==> config.mk <==
export PLATFORM = sky130hd
export DESIGN_NAME = board_watchdog_timer
export DESIGN_NICKNAME = d
export VERILOG_FILES = /design/src/core/wdt_pkg.sv /design/src/core/board_watchdog_timer.sv /design/src/core/wdt_tick.sv
export SDC_FILE = /design/constraint.sdc
export NUM_CORES = 1
export LEC_CHECK = 0
export BUFFER_PORTS_ARGS = -buffer_cell sky130_fd_sc_hd__buf_2
export CORE_ASPECT_RATIO = 0.7
export CORE_UTILIZATION = 43
export DETAILED_ROUTE_END_ITERATION = 16
export PLACE_DENSITY = 0.58
export SYNTH_ARGS = -nofsm -noshare
export SYNTH_HDL_FRONTEND = slang
export SYNTH_SLANG_ARGS = --single-unit
==> constraint.sdc <==
create_clock -name clk -period 6.76 [get_ports clk]
set_input_delay 0.338 -clock clk [delete_from_list [all_inputs] [get_ports clk]]
set_output_delay 0.338 -clock clk [all_outputs]
set_load 0.005 [all_outputs]
==> src/core/wdt_pkg.sv <==
// Constants, register layout and types of the board watchdog.
// Assumes a 200 MHz board clock and an 8-bit I/O register port.
package wdt_pkg;

  // ****************************************
  // Register map and layout
  // ****************************************
  localparam logic [11:0] WDT_CTRL_ADDR  = 12'h0282;
  localparam logic [11:0] BOARD_IRQ_ADDR = 12'h0289;
  localparam logic [7:0]  CTRL_RESET     = 8'h00;
  localparam int          FLAG_BIT       = 7;
  localparam int          RETRIG_BIT     = 6;
  localparam int          ENABLE_BIT     = 5;
  localparam int          MODE_LSB       = 3;
  localparam int          PERIOD_LSB     = 0;

  typedef enum logic [1:0] {
    MODE_TIMER = 2'b00,
    MODE_RESET = 2'b01,
    MODE_DUAL  = 2'b10,
    MODE_IRQ   = 2'b11
  } mode_e;

  typedef struct packed {
    logic        timeout_status_flag;
    logic        retrigger_strobe_bit;
    logic        enable;
    mode_e       timeout_mode_select;
    logic [2:0]  period;
  } ctrl_s;

  typedef enum logic [1:0] {
    ST_IDLE    = 2'b00,
    ST_RUN     = 2'b01,
    ST_STAGE2  = 2'b11,
    ST_EXPIRED = 2'b10
  } wdt_state_e;

  // ****************************************
  // Timing
  // ****************************************
  localparam int CLK_HZ             = 200_000_000;
  localparam int CLK_PERIOD_NS      = 5;
  localparam int MIN_TIMEOUT_MS     = 125;
  localparam int MAX_TIMEOUT_MS     = 256_000;
  localparam int TICK_CYCLES_DFLT   = (CLK_HZ / 1000) * MIN_TIMEOUT_MS;
  localparam int MAX_TICKS          = MAX_TIMEOUT_MS / MIN_TIMEOUT_MS;
  localparam int HARD_RESET_NS      = 1000;
  localparam int HARD_RESET_CYCLES  = (HARD_RESET_NS + CLK_PERIOD_NS - 1) / CLK_PERIOD_NS;
  localparam int TICK_CNT_W         = 25;
  localparam int PERIOD_CNT_W       = 12;

  // Timeout in 125 ms ticks for each period code
  function automatic logic [PERIOD_CNT_W-1:0] period_ticks(input logic [2:0] code);
    case (code)
      3'd0:    period_ticks = 12'h0001;
      3'd1:    period_ticks = 12'h0002;
      3'd2:    period_ticks = 12'h0004;
      3'd3:    period_ticks = 12'h0008;
      3'd4:    period_ticks = 12'h0010;
      3'd5:    period_ticks = 12'h0040;
      3'd6:    period_ticks = 12'h0200;
      default: period_ticks = PERIOD_CNT_W'(MAX_TICKS);
    endcase
  endfunction

endpackage

==> src/core/board_watchdog_timer.sv <==
// Board watchdog: control register, timeout counter and reset/interrupt outputs.
// Assumes the I/O strobes and the interrupt route bit come from logic on clk,
// and that rstn is the power-on reset only, never the watchdog's own hard reset.
// Function
// RL1 - One watchdog, timeout selectable from 125 ms up to 256 s.
// RL2 - Missed strobe while enabled gives reset, NMI or interrupt per configuration.
// RL3 - NMI versus interrupt delivery comes from the board interrupt register at 0x289.
// RL4 - Two-bit mode field selects timer-only, reset, interrupt or dual stage.
// RL5 - Disabled after power-on; no counting until software enables.
// RL6 - Software sets mode and period first, enable afterwards.
// RL7 - Once enabled, disable and mode changes are ignored until power cycle.
// RL8 - Writing one to retrigger restarts the period; software must do it in time.
// RL9 - Expiry sets the timeout flag in every mode.
// RL10 - Timer-only: software polls, clears flag by writing one, then retriggers.
// RL11 - Flag holds until software clears it or power cycles.
// RL12 - Reset mode: expiry asserts hard system reset.
// RL13 - The watchdog hard reset does not clear the flag.
// RL14 - Interrupt mode: expiry raises interrupt and sets flag, no reset.
// RL15 - Dual stage: first expiry raises interrupt and restarts the period.
// RL16 - Dual stage: second expiry without retrigger gives hard reset.
// RL17 - Timer-only expiry drives no reset or interrupt, only the flag.
// RL18 - Mode and period encodings follow the chosen register layout.
`timescale 1ns/1ps
`default_nettype none
module board_watchdog_timer
  import wdt_pkg::*;
#(
  parameter int TICK_CYCLES  = TICK_CYCLES_DFLT,
  parameter int RESET_CYCLES = HARD_RESET_CYCLES
) (
  input  wire logic        clk,
  input  wire logic        rstn,
  input  wire logic [11:0] io_addr,
  input  wire logic        io_wr,
  input  wire logic        io_rd,
  input  wire logic [7:0]  io_wdata,
  output logic      [7:0]  io_rdata,
  input  wire logic        nmi_route,
  output logic             hard_reset,
  output logic             nmi,
  output logic             irq
);

  // ****************************************
  // Reset release
  // ****************************************
  logic rst_s1;
  logic rst_n;

  always_ff @(posedge clk or negedge rstn) begin
    if (!rstn) begin
      rst_s1 <= 1'b0;
      rst_n  <= 1'b0;
    end else begin
      rst_s1 <= 1'b1;
      rst_n  <= rst_s1;
    end
  end

  // ****************************************
  // Control register
  // ****************************************
  ctrl_s ctrl;
  ctrl_s next_ctrl;
  ctrl_s wd;
  logic  wr_hit;
  logic  rd_hit;
  logic  retrigger;
  logic  flag_clear;
  logic  timeout;
  logic  [7:0] next_rdata;

  assign wd         = ctrl_s'(io_wdata);
  assign wr_hit     = io_wr && (io_addr == WDT_CTRL_ADDR);
  assign rd_hit     = io_rd && (io_addr == WDT_CTRL_ADDR);
  assign retrigger  = wr_hit && wd.retrigger_strobe_bit && ctrl.enable;  // see RL8
  assign flag_clear = wr_hit && wd.timeout_status_flag;                  // see RL10

  always_comb begin
    next_ctrl = ctrl;
    next_ctrl.retrigger_strobe_bit = 1'b0;
    if (wr_hit) begin
      next_ctrl.period = wd.period;  // see RL1
      // Enable and mode freeze once enabled
      if (!ctrl.enable) begin  // see RL7
        next_ctrl.enable              = wd.enable;
        next_ctrl.timeout_mode_select = wd.timeout_mode_select;  // see RL4
      end
    end
    // Expiry in the same cycle as a clear keeps the flag set
    next_ctrl.timeout_status_flag = timeout || (ctrl.timeout_status_flag && !flag_clear);  // see RL9, see RL11
    next_rdata = rd_hit ? 8'(ctrl) : 8'h00;
  end

  // Only power-on reset reaches here, so the flag survives a watchdog reset
  always_ff @(posedge clk or negedge rst_n) begin
    if (!rst_n) begin
      ctrl     <= ctrl_s'(CTRL_RESET);  // see RL5, see RL13
      io_rdata <= 8'h00;
    end else begin
      ctrl     <= next_ctrl;
      io_rdata <= next_rdata;
    end
  end

  // ****************************************
  // Timeout counter
  // ****************************************
  wdt_state_e              state;
  wdt_state_e              next_state;
  logic [PERIOD_CNT_W-1:0] count;
  logic [PERIOD_CNT_W-1:0] next_count;
  logic                    tick;
  logic                    restart;
  logic                    expire;
  logic                    irq_evt;
  logic                    rst_evt;

  assign expire  = tick && (count == 12'h0001);
  assign restart = retrigger || (state == ST_IDLE);

  wdt_tick #(
    .TICK_CYCLES (TICK_CYCLES)
  ) u_tick (
    .clk     (clk),
    .rst_n   (rst_n),
    .restart (restart),
    .tick    (tick)
  );

  always_comb begin
    next_state = state;
    next_count = count;
    timeout    = 1'b0;
    irq_evt    = 1'b0;
    rst_evt    = 1'b0;
    case (state)
      ST_IDLE: begin
        next_count = period_ticks(ctrl.period);  // see RL18
        if (ctrl.enable) begin  // see RL5
          next_state = ST_RUN;
        end
      end
      ST_RUN: begin
        if (retrigger) begin
          next_count = period_ticks(ctrl.period);  // see RL8
        end else if (expire) begin
          timeout = 1'b1;  // see RL2
          case (ctrl.timeout_mode_select)
            MODE_RESET: begin
              rst_evt    = 1'b1;  // see RL12
              next_state = ST_EXPIRED;
            end
            MODE_IRQ: begin
              irq_evt    = 1'b1;  // see RL14
              next_state = ST_EXPIRED;
            end
            MODE_DUAL: begin
              irq_evt    = 1'b1;  // see RL15
              next_count = period_ticks(ctrl.period);
              next_state = ST_STAGE2;
            end
            default: begin
              next_state = ST_EXPIRED;  // see RL17
            end
          endcase
        end else if (tick) begin
          next_count = count - 1'b1;
        end
      end
      ST_STAGE2: begin
        if (retrigger) begin
          next_count = period_ticks(ctrl.period);  // see RL16
          next_state = ST_RUN;
        end else if (expire) begin
          timeout    = 1'b1;
          rst_evt    = 1'b1;  // see RL16
          next_state = ST_EXPIRED;
        end else if (tick) begin
          next_count = count - 1'b1;
        end
      end
      ST_EXPIRED: begin
        // Stays expired until software retriggers
        if (retrigger) begin
          next_count = period_ticks(ctrl.period);  // see RL10
          next_state = ST_RUN;
        end
      end
      default: begin
        next_state = ST_IDLE;
      end
    endcase
  end

  always_ff @(posedge clk or negedge rst_n) begin
    if (!rst_n) begin
      state <= ST_IDLE;
      count <= '0;
    end else begin
      state <= next_state;
      count <= next_count;
    end
  end

  // ****************************************
  // Outputs
  // ****************************************
  logic        irq_pend;
  logic        next_irq_pend;
  logic [15:0] rst_cnt;
  logic [15:0] next_rst_cnt;
  logic        next_hard_reset;
  logic        next_nmi;
  logic        next_irq;

  always_comb begin
    next_irq_pend   = irq_evt || (irq_pend && !flag_clear);
    next_rst_cnt    = rst_evt ? 16'(RESET_CYCLES) : ((rst_cnt != 16'h0000) ? rst_cnt - 1'b1 : rst_cnt);
    next_hard_reset = (next_rst_cnt != 16'h0000);
    next_nmi        = next_irq_pend && nmi_route;   // see RL3
    next_irq        = next_irq_pend && !nmi_route;  // see RL3
  end

  always_ff @(posedge clk or negedge rst_n) begin
    if (!rst_n) begin
      irq_pend   <= 1'b0;
      rst_cnt    <= 16'h0000;
      hard_reset <= 1'b0;
      nmi        <= 1'b0;
      irq        <= 1'b0;
    end else begin
      irq_pend   <= next_irq_pend;
      rst_cnt    <= next_rst_cnt;
      hard_reset <= next_hard_reset;
      nmi        <= next_nmi;
      irq        <= next_irq;
    end
  end

endmodule
`default_nettype wire

==> src/core/wdt_tick.sv <==
// Prescaler giving one pulse per minimum timeout interval.
// Assumes an asynchronously asserted, synchronously released reset from the parent.
`timescale 1ns/1ps
`default_nettype none
module wdt_tick
  import wdt_pkg::*;
#(
  parameter int TICK_CYCLES = TICK_CYCLES_DFLT
) (
  input  wire logic clk,
  input  wire logic rst_n,
  input  wire logic restart,
  output logic      tick
);

  logic [TICK_CNT_W-1:0] cnt;
  logic [TICK_CNT_W-1:0] next_cnt;
  logic                  next_tick;

  // Restart realigns the prescaler so a retrigger gives a full period
  always_comb begin
    next_tick = 1'b0;
    next_cnt  = cnt + 1'b1;
    if (restart) begin
      next_cnt = '0;
    end else if (cnt == TICK_CNT_W'(TICK_CYCLES - 1)) begin
      next_cnt  = '0;
      next_tick = 1'b1;
    end
  end

  always_ff @(posedge clk or negedge rst_n) begin
    if (!rst_n) begin
      cnt  <= '0;
      tick <= 1'b0;
    end else begin
      cnt  <= next_cnt;
      tick <= next_tick;
    end
  end

endmodule
`default_nettype wire

* Word-level counts from Yosys, hierarchy flattened *
Cells that the tools add are included.

storage, ports and cells
  output and inout bits = 11
  logic and storage cells = 102
  flip-flop bits (word level) = 77
  bits in writable memories = 0
  bits in read-only memories = 0
  bits in latches = 0
  memories kept = 0

operators by class
  div/mod/pow operators = 0
  shifts and indexed selects = 0
  $add $sub $neg = 3
  muxes and demuxes = 36
  reductions and logical operators = 24
  order comparisons = 0
  equal/unequal tests = 22
  bitwise gates (word level) = 1
  multipliers = 0

operators by type and width
  operator                 number
  $mux W12                 7
  $pmux W12 S7             1
  $mux W25                 2
  $pmux W12 S4             1
  $mux W16                 2
  $reduce_bool A16 Y1      2
  $add A25 B1 Y25 const B  1
  $eq A25 B25 Y1 const B   1
  $sub A16 B1 Y16 const B  1
  $mux W1                  13
  $eq A12 B1 Y1 const B    1
  $eq A12 B10 Y1 const B   1
  $mux W2                  6
  $sub A12 B1 Y12 const B  1
  $logic_and A1 B1 Y1      10
  $eq A3 B3 Y1 const B     3
  $eq A2 B2 Y1 const B     4
  $mux W8                  1
  $ne A2 B2 Y1 const B     4
  $pmux W2 S4              1
  $eq A3 B2 Y1 const B     2
  $ne A3 B3 Y1 const B     2
  $reduce_and A5 Y1        1
  $eq A2 B1 Y1 const B     2
  other kinds (12)         16

* Longest topological paths before layout *
Gate-level depths: netlist (run 1).

  word-level depth = 8
  gate-level depth with buffers = 9

* Cells and area by module *
From an unflattened synthesis (run 1), not the netlist that was laid out.

second synthesis, totals
  cell total of the unflattened synthesis = 423
  area total of the unflattened synthesis = 4,111.4 sq um

by module, submodules not included
  module                times used  cells each  sequential area each (sq um)  area an instance (sq um)
  board_watchdog_timer  1           286         1,251.2                       2,805.2
  wdt_tick              1           137         650.6                         1,306.3

* Worst setup path after synthesis (run 1) *
No wires, ideal clock.

  path type = register to register
  from = register rst_cnt[0]
  to = register hard_reset
  arrival time = 1.857 ns
  path buffers = 1
  data required time = 6.627 ns
  stages on the path, launching flop included = 10
  setup slack = 4.770 ns
  cell sequence = dfrtp_1 inv_1 ha_1 nor3b_1 and4_1 buf_4 nor4_1 xnor2_1 and4_1 nand4b_1

between the ends
  longest elaborated chain between the ends = 4
  elaborated cells between the ends (all ways) = 5

RTL lines
  what                                                           RTL line                     source
  start, declared                                                board_watchdog_timer.sv:211  logic [15:0] rst_cnt;
  start signal, assigned                                         board_watchdog_timer.sv:234  rst_cnt <= next_rst_cnt;
  $sub A16 B1 Y16 / $reduce_bool A16 Y1 (equally long branches)  board_watchdog_timer.sv:219  next_rst_cnt = rst_evt ? 16'(RESET_CYCLES) : ((rst_cnt != 16'h0000) ? rst_cnt - 1'b1 : rst_cnt);
  $mux W16 (*) (2 in series)                                     board_watchdog_timer.sv:219
  $reduce_bool A16 Y1 (*)                                        board_watchdog_timer.sv:220  next_hard_reset = (next_rst_cnt != 16'h0000);
  named net next_hard_reset                                      board_watchdog_timer.sv:213  logic next_hard_reset;
  end signal, assigned                                           board_watchdog_timer.sv:235  hard_reset <= next_hard_reset;
  end, declared                                                  board_watchdog_timer.sv:39   output logic hard_reset,

The timed path passes the listed nets; every way through them passes the cells marked *.
A chain may end at the register's enable or synchronous reset.

* Worst setup path in the final report (run 1) *
Ends and elaborated chain as after synthesis.

==> impl_summary.txt, run 1 <==
----------------------------------------------------
[CTS]
  Post-CTS Repair Setup Buffers ... 0
  Number of buffers created by CTS ... 9
  Root buf cell ... sky130_fd_sc_hd__clkbuf_16
  Resized cells post-CTS ... 0
  CTS Buffer Depth ... 2
  Number of hold-repair buffers added at the cts stage ... 1
  H-tree lvl count ... 3
  Worst skew pair latency ... around 340 ps
  Sink count of the clock tree ... between 70 and 80
  TritonCTS clock tree ... built
  Clock-pin slew of the registers on the worst-case setup and hold paths ... about 60 ps

[Power]
  Cell Pwr Density ... ~220 nW/µm²
  Worst vdd ir ... 0.0001663 V
  Leakage dissipation ... 2.093 nW

[Outcome]
  Result of the run ... finished clean

[STA]
  Actual transition at the worst max-transition pin ... roughly 940 ps
  Final Cycle Share ... 0.3467
  Hold violation total from the final report ... 0
  Peak clock frequency supported by timing ... 426.7 MHz
  Fin Setup TNS ... 0 ps
  RSZ-0062 raised after global routing ... no
  Final number of max-transition violations ... 0
  Min Tclk post-route ... 2343 ps
  Slew headroom ... 0.3753
  Worst Clk Skew ... about 11 ps
  Setup-violating endpoint count in the final report ... 0

[Global routing]
  Total track usage ... 0.1907
  Largest net degree at the start of global routing ... between 70 and 80
  Global-route wire length before repair ... roughly 14000 µm
  Initial antenna violation count ... 0
  Via count of the first global-routing pass ... between 2000 and 3000
  Grt ovf ... 0

[Logic synthesis]
  Net count of the mapped netlist ... between 400 and 500
  Share of the synthesized area in the top cell type ... 0.4792
  Largest area contributor in the netlist ... sky130_fd_sc_hd__dfrtp_1
  Dominant cells by area after synthesis ... sky130_fd_sc_hd__dfrtp_1 48%, sky130_fd_sc_hd__nor2_1 5.5%, sky130_fd_sc_hd__xnor2_1 4.2%, sky130_fd_sc_hd__nor3_1 2.6%, sky130_fd_sc_hd__xor2_1 2.6%
  #FFs+latches synth ... 76
  Portion of netlist area occupied by mux cells ... 0.01135
  Top_reg_cell synth ... sky130_fd_sc_hd__dfrtp_1
  Number of distinct library cells after synthesis ... 58
  Synth Cell Area ... ~4000 µm²
  Xor and xnor fraction of the mapped netlist area ... 0.06841
  Combinational family with the most area after synthesis ... simple AND/OR/NAND/NOR gates
  Syn. warnings ... 0
  Fraction of the mapped netlist area in compound gates ... 0.1056
  Share of synthesized registers carrying an async set or reset ... 1.000
  EDFF count, synth ... 0
  Share of synthesized area occupied by flip-flops and latches ... 0.4792
  Cells after Synth ... 409
  Area share of fa/ha/maj cells after synthesis ... 0.01576
  Area share of and/or/nand/nor cells after synthesis ... 0.2825
  Average instance area after synthesis ... 9.704 µm²

[Detailed routing]
  Post-route DRC ... 0
  Routed length per instance ... around 15 µm
  Drt first-iter violations ... 187
  Overall routed net length ... ~8000 µm
  Post-detailed-route count of antenna-violating nets ... 0
  Vias ... 3053
  Via density per instance ... 5.404
  First drt pass iteration count ... 4

[Worst setup path]
  Crit path max fanout ... 11
  Sort of element at the end of the critical path ... flip-flop
  Type of origin of the critical path ... flip-flop
  Arrival @ worst endpoint ... between 2000 and 3000 ps
  Critical Setup Path Class ... reg2reg
  Number of cells on the worst reg-to-reg path ... 8
  Required time reported for the critical path endpoint ... between 6000 and 7000 ps

[Run]
  Number of maximum-capacitance constraint violations ... 0

[Worst hold path]
  Hold Path Cell Cnt ... 2
  Type of the most critical hold path ... in2reg

[Floorplanning]
  DIE HEIGHT ... approximately 82 µm
  # IOs ... 36
  Starting Density ... 0.4568
  Core Area ... slightly below 9000 µm²
  Site Rows ... 28
  Die width ... roughly 120 µm
  Area of the die ... 9624 µm²

[Placed design]
  Post-DP HPWL ... around 5800 µm
  Number of placed instances with taps included ... 548
  Count of input and output buffers ... 34
  Final Wtd Congestion ... around 0.79

[Final layout]
  Post-synthesis to final-layout area growth ... 14.19%
  Share of cells above drive strength 1 ... 0.1640
  Antenna diodes ... 0
  Final Util ... 0.5216
  Number of nets at the end of the flow ... 470
  Non-Filler Instances ... around 570

----------------------------------------------------
## cell type report
| type | count | area (µm²) |
|---|---|---|
| fillers | 807 | 4156 |
| multi-input cells | 304 | 1927 |
| flip-flops and latches | 76 | 1906 |
| clock buffers | 9 | 225.2 |
| repair buffers | 35 | 180.2 |
| well taps | 120 | 150.1 |
| clock inverters | 7 | 91.34 |
| inverters | 14 | 52.55 |
## cells by family (layout without fill, tap and decap cells)
kind of cell,Yosys count,after routing
and+or+nand+nor,194,194
DFF,76,76
AOI/OAI and AO/OA,68,68
xor gates and xnor gates,31,31
buffers and inverters,29,65
adders and majority gates,5,5
muxes,4,4
other,2,2
## synth_stat cells, types with 4 or more instances
cell and number:
sky130_fd_sc_hd__dfrtp_1 76, sky130_fd_sc_hd__nor2_1 58, sky130_fd_sc_hd__nand2_1 22, sky130_fd_sc_hd__nor3_1 21, sky130_fd_sc_hd__a21oi_1 20, sky130_fd_sc_hd__xnor2_1 19
sky130_fd_sc_hd__nand3_1 18, sky130_fd_sc_hd__o21ai_1 18, sky130_fd_sc_hd__inv_1 14, sky130_fd_sc_hd__xor2_1 12, sky130_fd_sc_hd__and2_1 10, sky130_fd_sc_hd__nor4_1 10
sky130_fd_sc_hd__and4_1 7, sky130_fd_sc_hd__buf_2 7, sky130_fd_sc_hd__a31oi_1 6, sky130_fd_sc_hd__and3_1 6, sky130_fd_sc_hd__nand4_1 6, sky130_fd_sc_hd__ha_1 5
sky130_fd_sc_hd__o21ai_0 5, sky130_fd_sc_hd__mux2_2 4, sky130_fd_sc_hd__nor2b_1 4, sky130_fd_sc_hd__o31ai_1 4
## per-layer routing
metal,wire length (µm),vias to the layer above,track usage,share of wire
li1,-,1523,-,-
met1,4410,1440,0.2826,0.54
met2,3266,83,0.2675,0.40
met3,463,7,0.05547,0.056
met4,74,0,0.05316,0.0090
met5,0,-,0,0
## worst paths after layout
check                            endpoint       start  slack [ps]
setup / recovery               hard_reset  rst_cnt[0]        4420
hold / removal                        irq   nmi_route         160
setup reg to reg               hard_reset  rst_cnt[0]        4420
hold reg to reg                     rst_n      rst_s1         350
max in group asynchronous  u_tick.cnt[16]       rst_n        5680
min in group asynchronous          rst_s1        rstn         320
## registers in the layout, indices dropped and copies added (netlist names)
register	count
rst_n	1
io_rdata	7
count	12
rst_cnt	16
u_tick.tick	1
irq_pend	1
state	2
irq	1
hard_reset	1
ctrl	7
u_tick.cnt	25
rst_s1	1
nmi	1
## placed cells by master, fill, tap and decap left out, types with 3 or more instances in the layout
cell type and instances:
sky130_fd_sc_hd__dfrtp_1 75, sky130_fd_sc_hd__nor2_1 58, sky130_fd_sc_hd__buf_2 34, sky130_fd_sc_hd__nand2_1 22
sky130_fd_sc_hd__nor3_1 21, sky130_fd_sc_hd__a21oi_1 20, sky130_fd_sc_hd__xnor2_1 19, sky130_fd_sc_hd__nand3_1 18
sky130_fd_sc_hd__o21ai_1 18, sky130_fd_sc_hd__inv_1 14, sky130_fd_sc_hd__xor2_1 12, sky130_fd_sc_hd__nor4_1 10
sky130_fd_sc_hd__and2_1 10, sky130_fd_sc_hd__clkbuf_16 9, sky130_fd_sc_hd__and4_1 7, sky130_fd_sc_hd__and3_1 6
sky130_fd_sc_hd__nand4_1 6, sky130_fd_sc_hd__a31oi_1 6, sky130_fd_sc_hd__o21ai_0 5, sky130_fd_sc_hd__ha_1 5
sky130_fd_sc_hd__nor2b_1 4, sky130_fd_sc_hd__o31ai_1 4, sky130_fd_sc_hd__mux2_2 4, sky130_fd_sc_hd__nor4b_1 3
sky130_fd_sc_hd__nor4_4 3, sky130_fd_sc_hd__nor3b_1 3, sky130_fd_sc_hd__nand2b_1 3, sky130_fd_sc_hd__clkinv_2 3
## stage by stage
step	instance area, µm²	setup WS, ps	power [mW]	hold WS, ps
floorplan	3969	4487	0.4754	42.41
global placement	4205	4349	0.4857	123.0
detailed placement	4205	4170	0.4860	127.4
CTS	4532	4444	0.9943	153.1
global route	4532	4224	1.017	158.9
finish	4532	4417	0.9813	160.3
## report_power, final
| part | leakage (nW) | switching, mW | internal [mW] |
|---|---|---|---|
| clock | 0.155 | 0.183 | 0.321 |
| sequential | 0.975 | 0.00939 | 0.457 |
| combinational | 0.963 | 0.00371 | 0.00698 |
## worst max-delay path: stages, from the launching register on
cell	delay (ps)
sky130_fd_sc_hd__dfrtp_1	440
sky130_fd_sc_hd__inv_1	160
sky130_fd_sc_hd__ha_1	190
sky130_fd_sc_hd__nor3b_1	310
sky130_fd_sc_hd__and4_1	480
sky130_fd_sc_hd__nor3_1	140
sky130_fd_sc_hd__xnor2_1	210
sky130_fd_sc_hd__o311a_1	190
sky130_fd_sc_hd__nand4b_1	90
Power figures use the tool's default switching activity.
==> inputs of run 2 (changes only) <==
==> constraint.sdc (replaced) <==
create_clock -name clk -period 2.2 [get_ports clk]
set_input_delay 0.11 -clock clk [delete_from_list [all_inputs] [get_ports clk]]
set_output_delay 0.11 -clock clk [all_outputs]
set_load 0.005 [all_outputs]
==> run 2 against run 1 <==
- combinational power rose to 5.5 times the previous value
- sequential power grew to 3.0 times the previous value
- clock skew decreased by 1.9 ps
- critical path depth down 1
- sequential share of layout area shrank 2.0 points
- non-clock buffer count is 25 higher
==> impl_summary.txt, run 2 (synthesis gave the netlist of run 1 again) <==
----------------------------------------------------
[STA]
  Fin Setup TNS ... 0 ps
  Slew headroom ... 0.6612
  Final Cycle Share ... 0.9219
  Setup-violating endpoint count in the final report ... 0
  Post-layout worst setup margin ... 171.9 ps
  Actual transition at the worst max-transition pin ... between 500 and 600 ps
  Min Tclk post-route ... slightly above 2000 ps
  Worst slack on hold paths ... between 15 and 20 ps
  Hold violation total from the final report ... 0
  RSZ-0062 raised after global routing ... no
  Peak clock frequency supported by timing ... a little under 500 MHz
  Final number of max-transition violations ... 0
  Worst Clk Skew ... roughly 9 ps

[Detailed routing]
  Vias ... 3138
  Overall routed net length ... between 8000 and 9000 µm
  First drt pass iteration count ... 4
  Post-detailed-route count of antenna-violating nets ... 0
  Routed length on met1 ... approximately 4400 µm
  Amount of wire on met3 after detailed routing ... between 400 and 500 µm
  Top Layer Used ... met4
  Detailed route wirelength on metal2 ... around 3600 µm
  Drt first-iter violations ... approximately 210
  Routed length per instance ... ~15 µm
  Post-route DRC ... 0
  Via density per instance ... roughly 5.3

[Placed design]
  Post-detailed-placement cell area ... approximately 4400 µm²
  Pre-CTS WS ... roughly 27 ps
  Count of input and output buffers ... 34
  Post-DP HPWL ... 6152 µm
  Final Wtd Congestion ... approximately 0.9
  Number of placed instances with taps included ... between 500 and 600

[Final layout]
  Leading cell types in the layout, fill and taps excluded ... 75 x sky130_fd_sc_hd__dfrtp_1, 58 x sky130_fd_sc_hd__nor2_1, 34 x sky130_fd_sc_hd__buf_2
  Final design area excluding fillers ... roughly 4800 µm²
  Antenna diodes ... 0
  Share of cells above drive strength 1 ... 0.2064
  Most flop-heavy register ... u_tick.cnt
  Final Util ... 0.5482
  Most common library cell in the layout ignoring fill and taps ... sky130_fd_sc_hd__dfrtp_1
  Post-synthesis to final-layout area growth ... 20.02%
  Number of flip-flops in the largest register ... 25
  Non-Filler Instances ... between 500 and 600
  Top flop regs ... u_tick.cnt (25), rst_cnt (16), count (12)
  Number of nets at the end of the flow ... around 500

[CTS]
  Clock-pin slew of the registers on the worst-case setup and hold paths ... around 60 ps
  Worst skew pair latency ... 330 ps
  CTS Buffer Depth ... 2
  Number of buffers created by CTS ... 9
  Post-CTS Repair Setup Buffers ... 0
  Root buf cell ... sky130_fd_sc_hd__clkbuf_16
  Sink count of the clock tree ... 76
  TritonCTS clock tree ... built
  H-tree lvl count ... 3

[Worst hold path]
  Hold Path Cell Cnt ... 2
  Worst Min Path Start ... io_wdata[2]
  Type of the most critical hold path ... in2reg

[Floorplanning]
  # IOs ... 36
  Site Rows ... 28
  Die width ... roughly 120 µm
  Core Area ... ~8700 µm²
  Starting Density ... 0.4568
  DIE HEIGHT ... between 80 and 90 µm
  Area of the die ... 9624 µm²

[Global routing]
  Via count of the first global-routing pass ... ~3000
  Initial antenna violation count ... 0
  Total track usage ... 0.1995
  Largest net degree at the start of global routing ... 39
  Grt ovf ... 0
  Global-route wire length before repair ... between 10000 and 15000 µm

[Worst setup path]
  Critical Setup Path Class ... reg2reg
  Cell class contributing the biggest share of worst-path delay ... simple AND/OR/NAND/NOR gates
  Cells along the critical path ... nor4_4 > nand4_2 > buf_4 > or3_4 > nor2_4 > a21oi_1 > nand4b_1
  Launch point of the worst path ... count[2]
  Reg-to-Reg Start ... count[2]
  Crit path max-delay cell type ... sky130_fd_sc_hd__dfrtp_1
  Arrival @ worst endpoint ... ~2200 ps
  Stages on the worst setup path ... 7
  Crit path max fanout ... 6
  Type of origin of the critical path ... flip-flop
  Number of cells on the worst reg-to-reg path ... 7
  Sort of element at the end of the critical path ... flip-flop
  Buffers and inverters on the worst path ... 1
  Delay of the slowest critical-path stage ... roughly 460 ps
  Required time reported for the critical path endpoint ... ~2400 ps

[Outcome]
  Result of the run ... finished clean

[Power]
  Leakage dissipation ... 2.222 nW
  Worst vdd ir ... between 0.0003 and 0.0004 V
  Cell Pwr Density ... about 640 nW/µm²
  Total Power Consumption ... 3.035 mW

[Run]
  Number of maximum-capacitance constraint violations ... 0

----------------------------------------------------
## run 2: cell types whose count changed in the layout (fill, tap and decap cells not counted), sizes merged
| cell | before | now |
|---|---|---|
| buf | 34 | 55 |
| dlygate4sd3 | 1 | 5 |
| clkinv | 4 | 2 |
| clkbuf | 9 | 10 |
| clkinvlp | 1 | 2 |
## run 2: worst paths after layout
| kind | endpoint | slack [ps] |
|---|---|---|
| max | hard_reset | 170 |
| min | ctrl[2] | 20 |
| max reg2reg | hard_reset | 170 |
| min reg2reg | u_tick.cnt[14] | 300 |
| max in group asynchronous | io_rdata[4] | 1330 |
| min in group asynchronous | rst_n | 90 |
## run 2: power breakdown
part | switching [mW] | internal (mW) | total [mW]
clock network | 0.562 | 0.992 | 1.55
logic | 0.0271 | 0.0314 | 0.0585
registers | 0.0174 | 1.40 | 1.42
total | 0.606 | 2.43 | 3.03
## run 2: layout make-up
cell class	count	area, µm²
Clock buffer	10	229.0
Clock inverter	6	88.84
Fill cell	772	3925
Inverter	14	52.55
Multi-Input combinational cell	304	1947
Sequential cell	76	1906
Tap cell	120	150.1
Timing Repair Buffer	60	390.4
## run 2: metal layers
metal  vias up  global-route usage
met5         -                   0
li1       1568                   -
met4         0             0.06709
met3        12             0.05255
met1      1483              0.2860
met2        75              0.2911
## run 2: repair_timing
action	in CTS	in global routing
resized for setup	0	5
hold buffers	5	0
endpoints found under the setup margin	0	4
endpoints found under the hold margin	7	0
==> inputs of run 3 (changes only) <==
--- a/config.mk
+++ b/config.mk
@@ -12,4 +12,5 @@
 export PLACE_DENSITY = 0.58
 export SYNTH_ARGS = -nofsm -noshare
 export SYNTH_HDL_FRONTEND = slang
+export SYNTH_HIERARCHICAL = 1
 export SYNTH_SLANG_ARGS = --single-unit
==> run 3 against run 2 <==
- wire length rose by 9.7%
- core utilization hardly changed
- worst hold slack lost 7.2 ps
- via count increased by 10%
- register-to-register slack got worse by 90 ps
- cell count is 4.1% higher
- count of clock-buffer cells in the layout increased by 2
==> impl_summary.txt, run 3 <==
----------------------------------------------------
[Final layout]
  Non-Filler Instances ... 614
  Antenna diodes ... 0
  Leading cell types in the layout, fill and taps excluded ... 75 x sky130_fd_sc_hd__dfrtp_1, 46 x sky130_fd_sc_hd__nor2_1, 34 x sky130_fd_sc_hd__buf_2
  Fill cell count ... slightly above 800
  Top flop regs ... u_tick/cnt (25), rst_cnt (16), count (12)
  Final Util ... 0.5478
  Share of cells above drive strength 1 ... 0.2429
  Number of nets at the end of the flow ... 516
  Most common library cell in the layout ignoring fill and taps ... sky130_fd_sc_hd__dfrtp_1
  Post-synthesis to final-layout area growth ... 22.31%
  Number of flip-flops in the largest register ... 25
  Most flop-heavy register ... u_tick/cnt

[Floorplanning]
  Core Area ... between 9000 and 10000 µm²
  Area of the die ... 9962 µm²
  DIE HEIGHT ... 83.81 µm
  # IOs ... 36
  Die width ... around 120 µm
  Site Rows ... 29
  Starting Density ... 0.4479

[Detailed routing]
  Post-route DRC ... 0
  Drt first-iter violations ... roughly 270
  Post-detailed-route count of antenna-violating nets ... 0
  Overall routed net length ... 9470 µm
  Vias ... approximately 3500
  Via density per instance ... around 5.6
  First drt pass iteration count ... 7
  Routed length per instance ... approximately 15 µm

[Worst setup path]
  Arrival @ worst endpoint ... 2320 ps
  Required time reported for the critical path endpoint ... approximately 2400 ps
  Crit path max fanout ... 4
  Critical Setup Path Class ... reg2reg
  Sort of element at the end of the critical path ... flip-flop
  Type of origin of the critical path ... flip-flop

[CTS]
  Worst skew pair latency ... between 300 and 400 ps
  Root buf cell ... sky130_fd_sc_hd__clkbuf_16
  Clock-pin slew of the registers on the worst-case setup and hold paths ... around 60 ps
  H-tree lvl count ... 3
  TritonCTS clock tree ... built
  Sink count of the clock tree ... 76
  Number of buffers created by CTS ... 9
  CTS Buffer Depth ... 2

[STA]
  Setup-violating endpoint count in the final report ... 0
  Actual transition at the worst max-transition pin ... around 530 ps
  Post-layout worst setup margin ... 84.60 ps
  RSZ-0062 raised after global routing ... yes
  Peak clock frequency supported by timing ... between 400 and 500 MHz
  Slew headroom ... 0.6418
  Worst Clk Skew ... between 9 and 10 ps
  Hold violation total from the final report ... 0
  Final Cycle Share ... 0.9615
  Min Tclk post-route ... between 2000 and 2500 ps
  Final number of max-transition violations ... 0

[Placed design]
  Count of input and output buffers ... 34
  Final Wtd Congestion ... 0.9180
  Post-DP HPWL ... between 6000 and 7000 µm
  Number of placed instances with taps included ... slightly below 600
  Pre-CTS WS ... 21.55 ps

[Worst hold path]
  Type of the most critical hold path ... in2reg

[Outcome]
  Result of the run ... finished clean

[Power]
  Leakage dissipation ... roughly 2.3 nW
  Worst vdd ir ... around 0.00038 V
  Total Power Consumption ... between 2 and 3 mW
  Cell Pwr Density ... ~590 nW/µm²

[Global routing]
  Grt met3 use ... 0.06011
  Global route hottest layer ... met1
  Grt ovf ... 0
  Met1 GRT Util ... 0.3138
  Global-route wire length before repair ... between 15000 and 20000 µm
  Met2 Usage GRT ... 0.2759
  Largest net degree at the start of global routing ... 50
  Initial antenna violation count ... 0
  Via count of the first global-routing pass ... roughly 3200
  Total track usage ... 0.2044

[Logic synthesis]
  Net count of the mapped netlist ... around 450
  Synth Cell Area ... 4111 µm²
  #FFs+latches synth ... between 70 and 80
  Share of synthesized registers carrying an async set or reset ... 1.000
  Most frequent cells after synthesis ... 76 x sky130_fd_sc_hd__dfrtp_1, 46 x sky130_fd_sc_hd__nor2_1, 27 x sky130_fd_sc_hd__a21oi_1
  Share of synthesized area occupied by flip-flops and latches ... 0.4626
  Cells after Synth ... approximately 420
  Syn. warnings ... 6
  Top_reg_cell synth ... sky130_fd_sc_hd__dfrtp_1
  Number of distinct library cells after synthesis ... slightly above 60
  EDFF count, synth ... 0
  Dominant cells by area after synthesis ... sky130_fd_sc_hd__dfrtp_1 46%, sky130_fd_sc_hd__nor2_1 4.2%, sky130_fd_sc_hd__xnor2_1 3.4%, sky130_fd_sc_hd__a21oi_1 3.3%, sky130_fd_sc_hd__nand2_1 2.4%
  Average instance area after synthesis ... 9.720 µm²
  Share of the synthesized area in the top cell type ... 0.4626
  Count leader, synth ... sky130_fd_sc_hd__dfrtp_1
  Largest area contributor in the netlist ... sky130_fd_sc_hd__dfrtp_1

[Run]
  Number of maximum-capacitance constraint violations ... 0

----------------------------------------------------
==> run 3: kinds of logic after synthesis <==
family                   share of synthesized area
AND/OR/NAND/NOR                             0.2864
AO/OA/AOI/OAI                               0.1366
flip-flops                                  0.4626
buffers and inverters                      0.03865
XOR/XNOR                                   0.04260
multiplexers                               0.01613
adder cells (fa/ha/maj)                    0.01522
other                                     0.001827
==> run 3: report_power, final <==
part,internal [mW],switching [mW]
registers,1.40,0.0142
logic,0.0328,0.0345
clock network,0.936,0.568
total,2.37,0.617
==> run 3: area by class of cell <==
cell class,count,area [µm²],area share
clock buffers,12,256.5,0.05101
flip-flops and latches,76,1906,0.3790
multi-input cells,313,2108,0.4193
clock inverters,3,46.29,0.009206
repair buffers,71,500.5,0.09953
inverters,15,56.30,0.01120
well taps,124,155.1,0.03085
==> run 3: repair_timing <==
item | CTS | global route
buffers inserted | 0 | 4
hold endpoints to repair | 7 | 0
hold buffers | 6 | 0
setup endpoints to repair | 0 | 13
resized for setup | 0 | 11
==> run 3: stage by stage <==
step | TNS, ps | instance area, µm² | hold WS, ps
after detailed placement | 0 | 4578 | -102.0
after floorplan | 0 | 4113 | -185.6
after CTS | 0 | 4941 | 0.9742
after global placement | 0 | 4578 | -105.6
after global routing | -48.07 | 5029 | 3.482
final | 0 | 5029 | 9.647
==> run 3: routing by layer <==
metal	share of wire	routed length, µm
met4	0.0064	61
met5	0	0
met2	0.41	3870
met3	0.068	647
met1	0.52	4891
==> run 3: final timing paths <==
check | startpoint | to | slack, ps | depth (start not counted)
worst min register to register | rst_n | u_tick/cnt[19] | 240 | 0
worst max register to register | rst_cnt[1] | hard_reset | 80 | 8
min in group asynchronous | rstn | rst_n | 80 | 2
max in group asynchronous | rst_n | rst_cnt[0] | 1370 | 1
worst max-delay path | rst_cnt[1] | hard_reset | 80 | 8
worst min-delay path | io_wdata[3] | ctrl[3] | 10 | 2
==> run 3: critical path: stages, from the launching register on <==
cell	delay, ps
sky130_fd_sc_hd__dfrtp_1	420
sky130_fd_sc_hd__inv_2	80
sky130_fd_sc_hd__ha_2	160
sky130_fd_sc_hd__nor3b_4	240
sky130_fd_sc_hd__and4_1	240
sky130_fd_sc_hd__nor4_1	60
sky130_fd_sc_hd__or4_1	390
sky130_fd_sc_hd__nor4_1	270
sky130_fd_sc_hd__nand4_1	120
